<file path="src/include/cfg_loader_pkg.sv">
/*
 * Shared constants and types for the configuration loader front end:
 * register map, field positions, reset values, stream coding and states.
 * Assumes a 50 MHz system clock and a byte-wide configuration data link.
 */
package cfg_loader_pkg;

    // ************************************************************
    // Clock and widths
    // ************************************************************
    localparam int CLK_MHZ      = 50;
    localparam int LINK_W       = 8;
    localparam int FRAME_W      = 32;
    localparam int FIFO_DEPTH   = 16;
    localparam int BYTE_BITS    = 8;
    localparam int PORCNT_W     = 32;

    // ************************************************************
    // Register map (byte addresses on the Avalon slave)
    // ************************************************************
    localparam logic [7:0] OFS_CTRL   = 8'h00;
    localparam logic [7:0] OFS_STATUS = 8'h04;
    localparam logic [7:0] OFS_LEN    = 8'h08;
    localparam logic [7:0] OFS_COUNT  = 8'h0c;

    localparam int CTRL_COMPRESS_BIT = 0;
    localparam int STAT_STATE_LSB    = 0;
    localparam int STAT_FAST_BIT     = 4;
    localparam int STAT_EMPTY_BIT    = 5;
    localparam int STAT_OVF_BIT      = 6;

    // Expected uncompressed length of the smallest device, in bits.
    localparam logic [31:0] LEN_RESET = 32'h002cec58;

    // ************************************************************
    // Compressed stream coding
    // ************************************************************
    localparam logic [7:0] ESC_BYTE  = 8'h00;
    localparam logic [7:0] FILL_BYTE = 8'h00;
    localparam int         RUN_W     = 2;

    // ************************************************************
    // Scheme-select patterns that choose the fast power-on delay
    // ************************************************************
    localparam logic [2:0] SCH_FAST_A = 3'h5;
    localparam logic [2:0] SCH_FAST_B = 3'h3;
    localparam logic [2:0] SCH_FAST_C = 3'h4;
    localparam logic [2:0] SCH_FAST_D = 3'h6;

    // Supply monitor bit positions.
    localparam int SUP_CORE = 0;
    localparam int SUP_PLL  = 1;
    localparam int SUP_IO   = 2;

    typedef enum logic [2:0] {
        ST_POR_WAIT,
        ST_POR_DELAY,
        ST_RESET,
        ST_CONFIG,
        ST_DONE,
        ST_ERROR
    } ld_state_t;

endpackage

</file>
<file path="src/rtl/cfg_word_fifo.sv">
/*
 * Synchronous word FIFO with valid/ready on both sides.
 * Assumes a single clock and an asynchronous active-low reset.
 */
`timescale 1ns/1ps
module cfg_word_fifo #(
    parameter int W     = 32,
    parameter int DEPTH = 16
) (
    input  wire logic         sys_clk_i,
    input  wire logic         resetn_i,
    input  wire logic         in_valid_i,
    output logic              in_ready_o,
    input  wire logic [W-1:0] in_data_i,
    output logic              out_valid_o,
    input  wire logic         out_ready_i,
    output logic [W-1:0]      out_data_o
);
    localparam int AW = $clog2(DEPTH);

    typedef struct packed {
        logic [DEPTH-1:0][W-1:0] mem;
        logic [AW:0]             wp;
        logic [AW:0]             rp;
    } fifo_st_t;

    fifo_st_t r_reg;
    fifo_st_t r_next;
    logic     full;
    logic     empty;

    assign full        = (r_reg.wp[AW] != r_reg.rp[AW]) && (r_reg.wp[AW-1:0] == r_reg.rp[AW-1:0]);
    assign empty       = (r_reg.wp == r_reg.rp);
    assign in_ready_o  = ~full;
    assign out_valid_o = ~empty;
    assign out_data_o  = r_reg.mem[r_reg.rp[AW-1:0]];

    always_comb begin
        r_next = r_reg;
        if (in_valid_i && !full) begin
            r_next.mem[r_reg.wp[AW-1:0]] = in_data_i;
            r_next.wp = (AW+1)'(r_reg.wp + 1'b1);
        end
        if (out_ready_i && !empty) begin
            r_next.rp = (AW+1)'(r_reg.rp + 1'b1);
        end
    end

    always_ff @(posedge sys_clk_i or negedge resetn_i) begin
        if (!resetn_i) begin
            r_reg <= '0;
        end else begin
            r_reg <= r_next;
        end
    end
endmodule

</file>
<file path="src/rtl/cfg_loader.sv">
/*
 * Configuration loader front end: power-on reset gate with brown-out watch,
 * request-line reset, on-the-fly decompression of the configuration stream,
 * word packing into a FIFO toward the frame writer, and an Avalon-MM slave.
 * Assumes supply monitors, scheme pins, request line, data clock and data
 * arrive asynchronously, and that the data clock is slower than 4 system
 * clocks per period so each edge can be seen after synchronisation.
 */
// Added by the designer: the Avalon-MM interface to the registers and the register addresses.
`timescale 1ns/1ps

// What this block does
// - With compression on, the stream is expanded as it arrives and goes straight to the cells.
// - Expansion of one input byte finishes before the next byte can arrive, so the link is never slowed.
// - Each device takes compressed or raw data according to its own compression setting.
// - After power-up the device stays in reset with status held low until all supplies pass the trip point.
// - Once powered, a drop of the core or PLL supply returns the device to the power-on wait state (ST_POR_WAIT).
// - The scheme pins sampled at power-up pick the fast or the standard power-on delay.
// - The uncompressed length is fixed per device and serves as the expected total of written bits.
// - With compression on, completion is judged on expanded bits, never on the incoming length.
// - The device stays in reset while the request line is low; the host pulses it low at least 500 ns.
// - When the request line goes high the device leaves reset, releases status, then takes data.
// - On a data frame error the status line is driven low and the done flag stays low.
module cfg_loader #(
    parameter int POR_FAST_US = 3000,
    parameter int POR_STD_US  = 50000
) (
    input  wire logic                               sys_clk_i,
    input  wire logic                               resetn_i,
    input  wire logic [7:0]                         avs_address_i,
    input  wire logic                               avs_read_i,
    input  wire logic                               avs_write_i,
    input  wire logic [31:0]                        avs_writedata_i,
    input  wire logic [3:0]                         avs_byteenable_i,
    output logic [31:0]                             avs_readdata_o,
    output logic                                    avs_waitrequest_o,
    input  wire logic                               supply_core_ok_i,
    input  wire logic                               supply_pll_ok_i,
    input  wire logic                               supply_io_ok_i,
    input  wire logic [2:0]                         scheme_select_pins_i,
    input  wire logic                               config_request_low_i,
    input  wire logic                               config_data_clock_i,
    input  wire logic [cfg_loader_pkg::LINK_W-1:0]  config_data_i,
    output logic                                    config_status_low_o,
    output logic                                    config_status_low_oe_o,
    output logic                                    load_complete_flag_o,
    output logic                                    load_complete_flag_oe_o,
    output logic                                    device_reset_o,
    output logic [cfg_loader_pkg::FRAME_W-1:0]      frame_data_o,
    output logic                                    frame_valid_o,
    input  wire logic                               frame_ready_i
);
    localparam int LW    = cfg_loader_pkg::LINK_W;
    localparam int FW    = cfg_loader_pkg::FRAME_W;
    localparam int LANES = FW / LW;
    localparam int LN_W  = $clog2(LANES);
    localparam int RW    = cfg_loader_pkg::RUN_W;
    localparam logic [LN_W-1:0] LAST_LANE = LN_W'(LANES - 1);
    localparam logic [31:0] FAST_LIM = 32'(POR_FAST_US * cfg_loader_pkg::CLK_MHZ);
    localparam logic [31:0] STD_LIM  = 32'(POR_STD_US * cfg_loader_pkg::CLK_MHZ);
    localparam logic [31:0] BYTE_INC = 32'(cfg_loader_pkg::BYTE_BITS);

    typedef struct packed {
        logic                      req_m;
        logic                      req_s;
        logic [2:0]                sup_m;
        logic [2:0]                sup_s;
        logic [2:0]                sch_m;
        logic [2:0]                sch_s;
        logic                      config_data_clock_m;
        logic                      config_data_clock_s;
        logic                      config_data_clock_prev;
        logic [LW-1:0]             dat_m;
        logic [LW-1:0]             dat_s;
        cfg_loader_pkg::ld_state_t state;
        logic                      fast_sel;
        logic [31:0]               por_cnt;
        logic                      compress_en;
        logic [31:0]               expect_bits;
        logic [31:0]               bit_cnt;
        logic                      overflow;
        logic                      esc_pend;
        logic [RW-1:0]             run_left;
        logic [FW-1:0]             pack;
        logic [LN_W-1:0]           pack_n;
        logic                      push_vld;
        logic [FW-1:0]             push_data;
        logic                      ack;
        logic [31:0]               rdata;
    } ld_st_t;

    ld_st_t r_reg;
    ld_st_t r_next;
    logic   fifo_in_ready;
    logic   fifo_out_valid;

    // ************************************************************
    // Helpers
    // ************************************************************
    function automatic logic is_fast_scheme(input logic [2:0] pins);
        is_fast_scheme = (pins == cfg_loader_pkg::SCH_FAST_A) ||
                         (pins == cfg_loader_pkg::SCH_FAST_B) ||
                         (pins == cfg_loader_pkg::SCH_FAST_C) ||
                         (pins == cfg_loader_pkg::SCH_FAST_D);
    endfunction

    function automatic logic [31:0] merge_be(input logic [31:0] old_v, input logic [31:0] new_v,
                                             input logic [3:0] be);
        logic [31:0] res;
        res = old_v;
        for (int i = 0; i < 4; i++) begin
            if (be[i]) begin
                res[i*8 +: 8] = new_v[i*8 +: 8];
            end
        end
        merge_be = res;
    endfunction

    // ************************************************************
    // Word FIFO toward the frame writer
    // ************************************************************
    cfg_word_fifo #(
        .W     (FW),
        .DEPTH (cfg_loader_pkg::FIFO_DEPTH)
    ) u_fifo (
        .sys_clk_i   (sys_clk_i),
        .resetn_i    (resetn_i),
        .in_valid_i  (r_reg.push_vld),
        .in_ready_o  (fifo_in_ready),
        .in_data_i   (r_reg.push_data),
        .out_valid_o (fifo_out_valid),
        .out_ready_i (frame_ready_i),
        .out_data_o  (frame_data_o)
    );

    assign frame_valid_o = fifo_out_valid;

    // ************************************************************
    // Next-state logic
    // ************************************************************
    always_comb begin
        logic          config_data_clock_rise;
        logic          sup_all;
        logic          brownout;
        logic          emit;
        logic [LW-1:0] emit_byte;
        logic          bus_req;
        logic [31:0]   lim;
        logic [31:0]   next_bits;

        r_next    = r_reg;
        config_data_clock_rise = r_reg.config_data_clock_s & ~r_reg.config_data_clock_prev;
        sup_all   = &r_reg.sup_s;
        brownout  = ~(r_reg.sup_s[cfg_loader_pkg::SUP_CORE] & r_reg.sup_s[cfg_loader_pkg::SUP_PLL]);
        emit      = 1'b0;
        emit_byte = cfg_loader_pkg::FILL_BYTE;
        bus_req   = avs_read_i | avs_write_i;
        lim       = r_reg.fast_sel ? FAST_LIM : STD_LIM;
        next_bits = r_reg.bit_cnt + BYTE_INC;

        r_next.req_m     = config_request_low_i;
        r_next.req_s     = r_reg.req_m;
        r_next.sup_m     = {supply_io_ok_i, supply_pll_ok_i, supply_core_ok_i};
        r_next.sup_s     = r_reg.sup_m;
        r_next.sch_m     = scheme_select_pins_i;
        r_next.sch_s     = r_reg.sch_m;
        r_next.config_data_clock_m    = config_data_clock_i;
        r_next.config_data_clock_s    = r_reg.config_data_clock_m;
        r_next.config_data_clock_prev = r_reg.config_data_clock_s;
        r_next.dat_m     = config_data_i;
        r_next.dat_s     = r_reg.dat_m;
        r_next.push_vld  = 1'b0;

        case (r_reg.state)
            cfg_loader_pkg::ST_POR_WAIT: begin
                r_next.por_cnt = '0;
                if (sup_all) begin
                    r_next.fast_sel = is_fast_scheme(r_reg.sch_s);
                    r_next.state    = cfg_loader_pkg::ST_POR_DELAY;
                end
            end
            cfg_loader_pkg::ST_POR_DELAY: begin
                if (!sup_all) begin
                    r_next.state = cfg_loader_pkg::ST_POR_WAIT;
                end else if (r_reg.por_cnt >= lim - 32'h1) begin
                    r_next.state = cfg_loader_pkg::ST_RESET;
                end else begin
                    r_next.por_cnt = r_reg.por_cnt + 32'h1;
                end
            end
            cfg_loader_pkg::ST_RESET: begin
                r_next.bit_cnt  = '0;
                r_next.pack     = '0;
                r_next.pack_n   = '0;
                r_next.esc_pend = 1'b0;
                r_next.run_left = '0;
                r_next.overflow = 1'b0;
                if (r_reg.req_s) begin
                    r_next.state = cfg_loader_pkg::ST_CONFIG;
                end
            end
            cfg_loader_pkg::ST_CONFIG: begin
                // A run of fill bytes starts in the cycle its count arrives and lasts at
                // most four cycles, which is the shortest data clock period that the
                // synchroniser can resolve, so no input byte ever waits.
                if (config_data_clock_rise) begin
                    if (!r_reg.compress_en) begin
                        emit      = 1'b1;
                        emit_byte = r_reg.dat_s;
                    end else if (r_reg.esc_pend) begin
                        r_next.esc_pend = 1'b0;
                        r_next.run_left = r_reg.dat_s[RW-1:0];
                        emit            = 1'b1;
                    end else if (r_reg.dat_s == cfg_loader_pkg::ESC_BYTE) begin
                        r_next.esc_pend = 1'b1;
                    end else begin
                        emit      = 1'b1;
                        emit_byte = r_reg.dat_s;
                    end
                end else if (r_reg.run_left != '0) begin
                    emit            = 1'b1;
                    r_next.run_left = RW'(r_reg.run_left - 1'b1);
                end
                if (emit) begin
                    r_next.pack[r_reg.pack_n*LW +: LW] = emit_byte;
                    r_next.bit_cnt = next_bits;
                    r_next.pack_n  = LN_W'(r_reg.pack_n + 1'b1);
                    if (r_reg.pack_n == LAST_LANE || next_bits >= r_reg.expect_bits) begin
                        r_next.push_vld  = 1'b1;
                        r_next.push_data = r_next.pack;
                        r_next.pack      = '0;
                        r_next.pack_n    = '0;
                    end
                    if (next_bits >= r_reg.expect_bits) begin
                        r_next.state = cfg_loader_pkg::ST_DONE;
                    end
                end
            end
            cfg_loader_pkg::ST_DONE: begin
            end
            cfg_loader_pkg::ST_ERROR: begin
            end
            default: begin
                r_next.state = cfg_loader_pkg::ST_POR_WAIT;
            end
        endcase

        // A word refused by a full FIFO is a lost frame: the load cannot complete.
        if (r_reg.push_vld && !fifo_in_ready) begin
            r_next.overflow = 1'b1;
            r_next.state    = cfg_loader_pkg::ST_ERROR;
        end

        if (r_reg.state != cfg_loader_pkg::ST_POR_WAIT &&
            r_reg.state != cfg_loader_pkg::ST_POR_DELAY) begin
            if (brownout) begin
                r_next.state = cfg_loader_pkg::ST_POR_WAIT;
            end else if (!r_reg.req_s) begin
                r_next.state = cfg_loader_pkg::ST_RESET;
            end
        end

        // ************************************************************
        // Avalon-MM slave: one wait cycle, then the access completes
        // ************************************************************
        r_next.ack = bus_req & ~r_reg.ack;
        if (bus_req && !r_reg.ack && avs_read_i) begin
            if (avs_address_i == cfg_loader_pkg::OFS_CTRL) begin
                r_next.rdata = '0;
                r_next.rdata[cfg_loader_pkg::CTRL_COMPRESS_BIT] = r_reg.compress_en;
            end else if (avs_address_i == cfg_loader_pkg::OFS_STATUS) begin
                r_next.rdata = '0;
                r_next.rdata[cfg_loader_pkg::STAT_STATE_LSB +: 3] = r_reg.state;
                r_next.rdata[cfg_loader_pkg::STAT_FAST_BIT]  = r_reg.fast_sel;
                r_next.rdata[cfg_loader_pkg::STAT_EMPTY_BIT] = ~fifo_out_valid;
                r_next.rdata[cfg_loader_pkg::STAT_OVF_BIT]   = r_reg.overflow;
            end else if (avs_address_i == cfg_loader_pkg::OFS_LEN) begin
                r_next.rdata = r_reg.expect_bits;
            end else if (avs_address_i == cfg_loader_pkg::OFS_COUNT) begin
                r_next.rdata = r_reg.bit_cnt;
            end else begin
                r_next.rdata = '0;
            end
        end
        // Settings are frozen while a load is in flight so a stream never
        // switches coding or target length halfway.
        if (avs_write_i && r_reg.ack && r_reg.state != cfg_loader_pkg::ST_CONFIG) begin
            if (avs_address_i == cfg_loader_pkg::OFS_CTRL) begin
                if (avs_byteenable_i[0]) begin
                    r_next.compress_en = avs_writedata_i[cfg_loader_pkg::CTRL_COMPRESS_BIT];
                end
            end else if (avs_address_i == cfg_loader_pkg::OFS_LEN) begin
                r_next.expect_bits = merge_be(r_reg.expect_bits, avs_writedata_i, avs_byteenable_i);
            end
        end
    end

    always_ff @(posedge sys_clk_i or negedge resetn_i) begin
        if (!resetn_i) begin
            r_reg             <= '0;
            r_reg.state       <= cfg_loader_pkg::ST_POR_WAIT;
            r_reg.expect_bits <= cfg_loader_pkg::LEN_RESET;
        end else begin
            r_reg <= r_next;
        end
    end

    // ************************************************************
    // Outputs
    // ************************************************************
    assign avs_waitrequest_o = (avs_read_i | avs_write_i) & ~r_reg.ack;
    assign avs_readdata_o    = r_reg.rdata;

    // Open-drain pins only ever pull low; the enable carries the level.
    assign config_status_low_o    = 1'b0;
    assign config_status_low_oe_o = (r_reg.state != cfg_loader_pkg::ST_CONFIG) &&
                                    (r_reg.state != cfg_loader_pkg::ST_DONE);
    assign load_complete_flag_o    = 1'b0;
    assign load_complete_flag_oe_o = ~((r_reg.state == cfg_loader_pkg::ST_DONE) && ~fifo_out_valid);
    assign device_reset_o = (r_reg.state == cfg_loader_pkg::ST_POR_WAIT) ||
                            (r_reg.state == cfg_loader_pkg::ST_POR_DELAY) ||
                            (r_reg.state == cfg_loader_pkg::ST_RESET);
endmodule

</file>
<file path="config.mk">
export PLATFORM = sky130hd
export DESIGN_NAME = cfg_loader
export DESIGN_NICKNAME = d
export VERILOG_FILES = /design/src/include/cfg_loader_pkg.sv /design/src/rtl/cfg_word_fifo.sv /design/src/rtl/cfg_loader.sv
export SDC_FILE = /design/constraint.sdc
export NUM_CORES = 1
export LEC_CHECK = 0
export ABC_CLOCK_PERIOD_IN_PS = 7560
export BUFFER_PORTS_ARGS = -buffer_cell sky130_fd_sc_hd__buf_4
export CORE_MARGIN = 3
export CORE_UTILIZATION = 50
export DETAILED_ROUTE_END_ITERATION = 12
export PLACE_DENSITY = 0.71
export REMOVE_ABC_BUFFERS = 1
export SYNTH_ARGS = -nofsm -noshare
export SYNTH_HDL_FRONTEND = slang
export SYNTH_HIERARCHICAL = 1
export SYNTH_SLANG_ARGS = --single-unit
</file>
<file path="constraint.sdc">
create_clock -name sys_clk_i -period 7.56 [get_ports sys_clk_i]
set_clock_uncertainty 0.15 [all_clocks]
set_input_delay 1.134 -clock sys_clk_i [delete_from_list [all_inputs] [get_ports sys_clk_i]]
set_output_delay 1.134 -clock sys_clk_i [all_outputs]
set_load 0.01 [all_outputs]
</file>
Yosys cells after proc, flatten, opt, wreduce, memory -nomap -nowiden
Index checks and enable logic that the tools add are counted.
{"block": "word_totals", "ramBits": 0, "elab_cells": 191, "mem_bits_ro": 0, "input_bits": 65, "regBits": 760, "mem_count": 0, "output_inout_bits": 71, "latch_bits": 0}
{"block": "op_classes", "bitwise_logic": 9, "addsub": 8, "n_mux": 51, "n_mul": 0, "reduce_logical": 42, "n_shift": 2, "order_cmp": 5, "div_mod_pow": 0, "n_eq_ne": 27}
{"op": "$bwmux 512", "count": 1}
{"op": "$mux 32", "count": 9}
{"op": "$mux 67", "count": 2}
{"op": "$bmux 32 s4", "count": 1}
{"op": "$demux 32 s4", "count": 1}
{"op": "$pmux 32 s2", "count": 2}
{"op": "$pmux 37 s2", "count": 1}
{"op": "$ge 32x32->1", "count": 2}
{"op": "$mux 8", "count": 5}
{"op": "$neg 5->34", "count": 1}
{"op": "$shift 8x34->32 const A", "count": 1}
{"op": "$shiftx 8x34->32", "count": 1}
{"op": "$mux 33", "count": 1}
{"op": "$add 32x1->32 const B", "count": 1}
{"op": "$add 32x4->32 const B", "count": 1}
{"op": "$bwmux 32", "count": 1}
{"op": "$mux 3", "count": 10}
{"op": "$reduce_and 4->1", "count": 6}
{"op": "$sub 22x1->23 const B", "count": 1}
{"op": "$mux 22", "count": 1}
{"op": "$eq 8x4->1 const B", "count": 2}
{"op": "$logic_not 8->1", "count": 2}
{"op": "$eq 3x3->1 const B", "count": 5}
{"op": "$pmux 3 s5", "count": 1}
{"op": "other kinds (31)", "count": 85}

Depth between registers and ports, before layout
{"block": "logic_depth", "word_depth": 12, "ltp_mapped": 16, "depth_no_buf": 13}

Cells and area by module
The synthesis kept the hierarchy.
{"module": "cfg_word_fifo", "instances": 1, "area_per_inst_um2": 23542.6, "cells_per_inst": 1471, "seq_area_each_um2": 13062.5}
{"module": "cfg_loader", "instances": 1, "area_per_inst_um2": 11743.8, "cells_per_inst": 1181, "seq_area_each_um2": 5894.4}

Worst setup path after synthesis
Ideal clock, no wire load.
{"block": "synth_timing", "kind": "flip-flop to flip-flop", "startpoint": "register, netlist name r_reg[114]", "endpoint": "register, netlist name r_reg[92]", "slack_ns": 3.663, "path_stages_with_launch": 15, "setup_ns": 0.065, "required_ns": 7.345, "synth_period_minus_slack_ns": 3.897, "n_path_buf": 1, "arrival_time_ns": 3.683, "path_cell_list": "dfrtp_1 clkbuf_1 and4_1 nand3_1 nor3_1 and4_1 xor2_1 ha_1 nand4_1 nor3_1 a221oi_1 nor3b_1 nand2_2 o41ai_2 a22o_2"}

==> results.toml <==
[outcome]
run_status = "complete, no violations"

[yosys]
ys.flop_type = "dfrtp_1"
synth.area.top_cells = "dfrtp_1, mux2_2, mux4_2"
yosysSeqAreaShare = 0.537
ys_top_cells_by_count = "dfrtp_1, mux2_2, nand2_1, mux4_2, o21ai_0"
synth_edf_count = 0
yosysWarnings = 6
synth_most_common_cell = "dfrtp_1"
yosysTopAreaCell = "dfrtp_1"
yosysUniqueCellTypes = 67
syn_area_sq_um = 35300
ys_ff_latch = 757
synth_cells = 2652
async_reset_ff_frac = 1.00
syn_area_per_cell_sq_um = 13.3
synth.top_cell.area_share = 0.529

[clock_network]
root_buffer = "clkbuf_16"
ctsLongestPathBuffers = 3
cts_buffers = 80
cts_tree = "done"
holdBufCountCts = 0
cts.repair.resized = 0
path_clk_slew_ps = 60
htreeDepth = 3
postCtsSetupBuffers = 0
clkLatencyLatePin_ps = 630
cts.sinks = 757

[critical_path]
cp_max_fo = 13
r2r-start = "r_reg[115]"
cp-startpoint = "r_reg[115]"
rr_worst_depth = 13
crit_required_ps = 7970
worstSetupStartpointType = "flop"
path_class = "reg -> reg"
worstPathArrival_ps = 5460
crit_path_end_kind = "flop"

[cells_and_area]
drive_gt1_frac = 0.350
area_growth_pct = 12.1
utilization = 0.571
nets = 2809
largest_register_ffs = 522
final_cells = 3688
antenna_cells = 0

[global_routing]
overflow = 0
grt_pass1_vias = 23700
grt_usage = 0.232
antenna_found_initial = 0
grt_max_degree = 149
grt_pass1_wl_um = 135000

[pwr]
ir_drop_uv = 154
p_leak_nw = 18.8
finalPower_mw = 8.38
power.density_nw_per_um2 = 212

[placed_design]
dp.cells = 3541
place_congestion = 0.899
pre_cts_ws_ps = 2590
place_hpwl_um = 50700
numPortBuffers = 133

[die]
die_area_sq_um = 73800
initial_core_util = 0.509
rows = 96
coreArea_sq_um = 69300
io_pins = 136
die_width_um = 272
die_h_um = 272

[min_path]
whs_path_depth = 0
hp-class = "reg -> reg"
hp-start = "r_next[230]"

[route]
via_per_inst = 6.02
drc = 0
wire_per_inst_um = 23.0
ant_nets = 0
drtIter0Drc = 1751
vias = 22200
dr.pass1.iters = 5
routed_wl_um = 84900

[timing]
rsz0062_at_grt = "false"
finalHoldViolCount = 0
setup_viol = 0
setup_slack_ps = 2510
fin_crit_sh = 0.669
fin_crit_ps = 5050
relSlewSlack = 0.160
fmax_mhz = 198
final_max_slew_viol_count = 0
worst-slew-pin-transition_ps = 1260
finalSetupTns_ps = 0

[run]
max_cap_viol_count = 0
## metrics by stage
stage	hold slack [ps]	instance area, sq um
after floorplan	181	34100
after global routing	207	39600
after CTS	199	39600
final	197	39600
after global placement	183	36800
after detailed placement	185	36800
## worst max-delay path: stages (launching register included)
cell,delay (ps)
dfrtp_1,460
and4_1,270
nand3_1,210
nor3_1,630
and3_1,320
xor2_1,180
ha_1,280
a21oi_1,160
a21boi_0,110
a221oi_1,250
nor3b_1,500
nand2_2,390
o41ai_2,810
a22o_2,270
## layer usage
layer | track usage | wire length (um)
met1 | 0.314 | 36800
met2 | 0.383 | 41300
met3 | 0.0403 | 4170
met4 | 0.0744 | 2590
met5 | 0 | 0
## cell families after synthesis
logic type               count (synthesis)  synth area share
other                                    1          0.000106
AO/OA/AOI/OAI                          382            0.0722
multiplexers                           678             0.257
AND/OR/NAND/NOR                        478            0.0664
adder cells (fa/ha/maj)                 52            0.0184
XOR/XNOR                                44            0.0111
flip-flops                             757             0.537
buffers and inverters                  260            0.0374
## power breakdown
part / switching [mW] / internal (mW)
Sequential: 0.0167 / 4.07
Combinational: 0.128 / 0.0478
Clock: 1.64 / 2.48
## path summary, 6_finish.rpt
kind | endpoint | slack, ps
setup / recovery | r_reg[96] | 2510
hold / removal | r_reg[230] | 200
setup reg to reg | r_reg[96] | 2510
hold reg to reg | r_reg[230] | 200
max in group asynchronous | u_fifo/r_reg[426] | 5330
min in group asynchronous | u_fifo/r_reg[125] | 430
## cell type report
class / count / area [sq um]
well taps: 931 / 1160
fillers: 5519 / 29800
repair buffers: 169 / 1340
flip-flops and latches: 757 / 19000
multi-input cells: 1636 / 15100
inverters: 48 / 180
clock inverters: 28 / 402
clock buffers: 119 / 2390
## cells in the final DEF, fill, tap and decap left out, types with 15 or more instances in the layout
| cell | Yosys | routed |
|---|---|---|
| buf_4 | 59 | 163 |
| mux4_2 | 128 | 128 |
| inv_1 | 48 | 48 |
| mux2_2 | 473 | 473 |
| o21ai_0 | 106 | 106 |
| clkbuf_8 | 0 | 18 |
| xor2_1 | 15 | 15 |
| clkbuf_1 | 88 | 18 |
| xnor2_1 | 28 | 28 |
| dfrtp_1 | 746 | 743 |
| clkbuf_16 | 0 | 83 |
| nor2b_1 | 49 | 49 |
| and2_1 | 16 | 16 |
| ha_1 | 52 | 52 |
| nand4_1 | 20 | 20 |
| mux2_1 | 70 | 70 |
| nand2_1 | 177 | 177 |
| a22oi_1 | 31 | 31 |
| a22o_1 | 26 | 26 |
| and3_1 | 18 | 18 |
| o22ai_1 | 66 | 66 |
| nand3_1 | 47 | 47 |
| a21oi_1 | 67 | 67 |
| nor2_1 | 86 | 85 |
No activity file was read; power rests on OpenSTA's default activity.
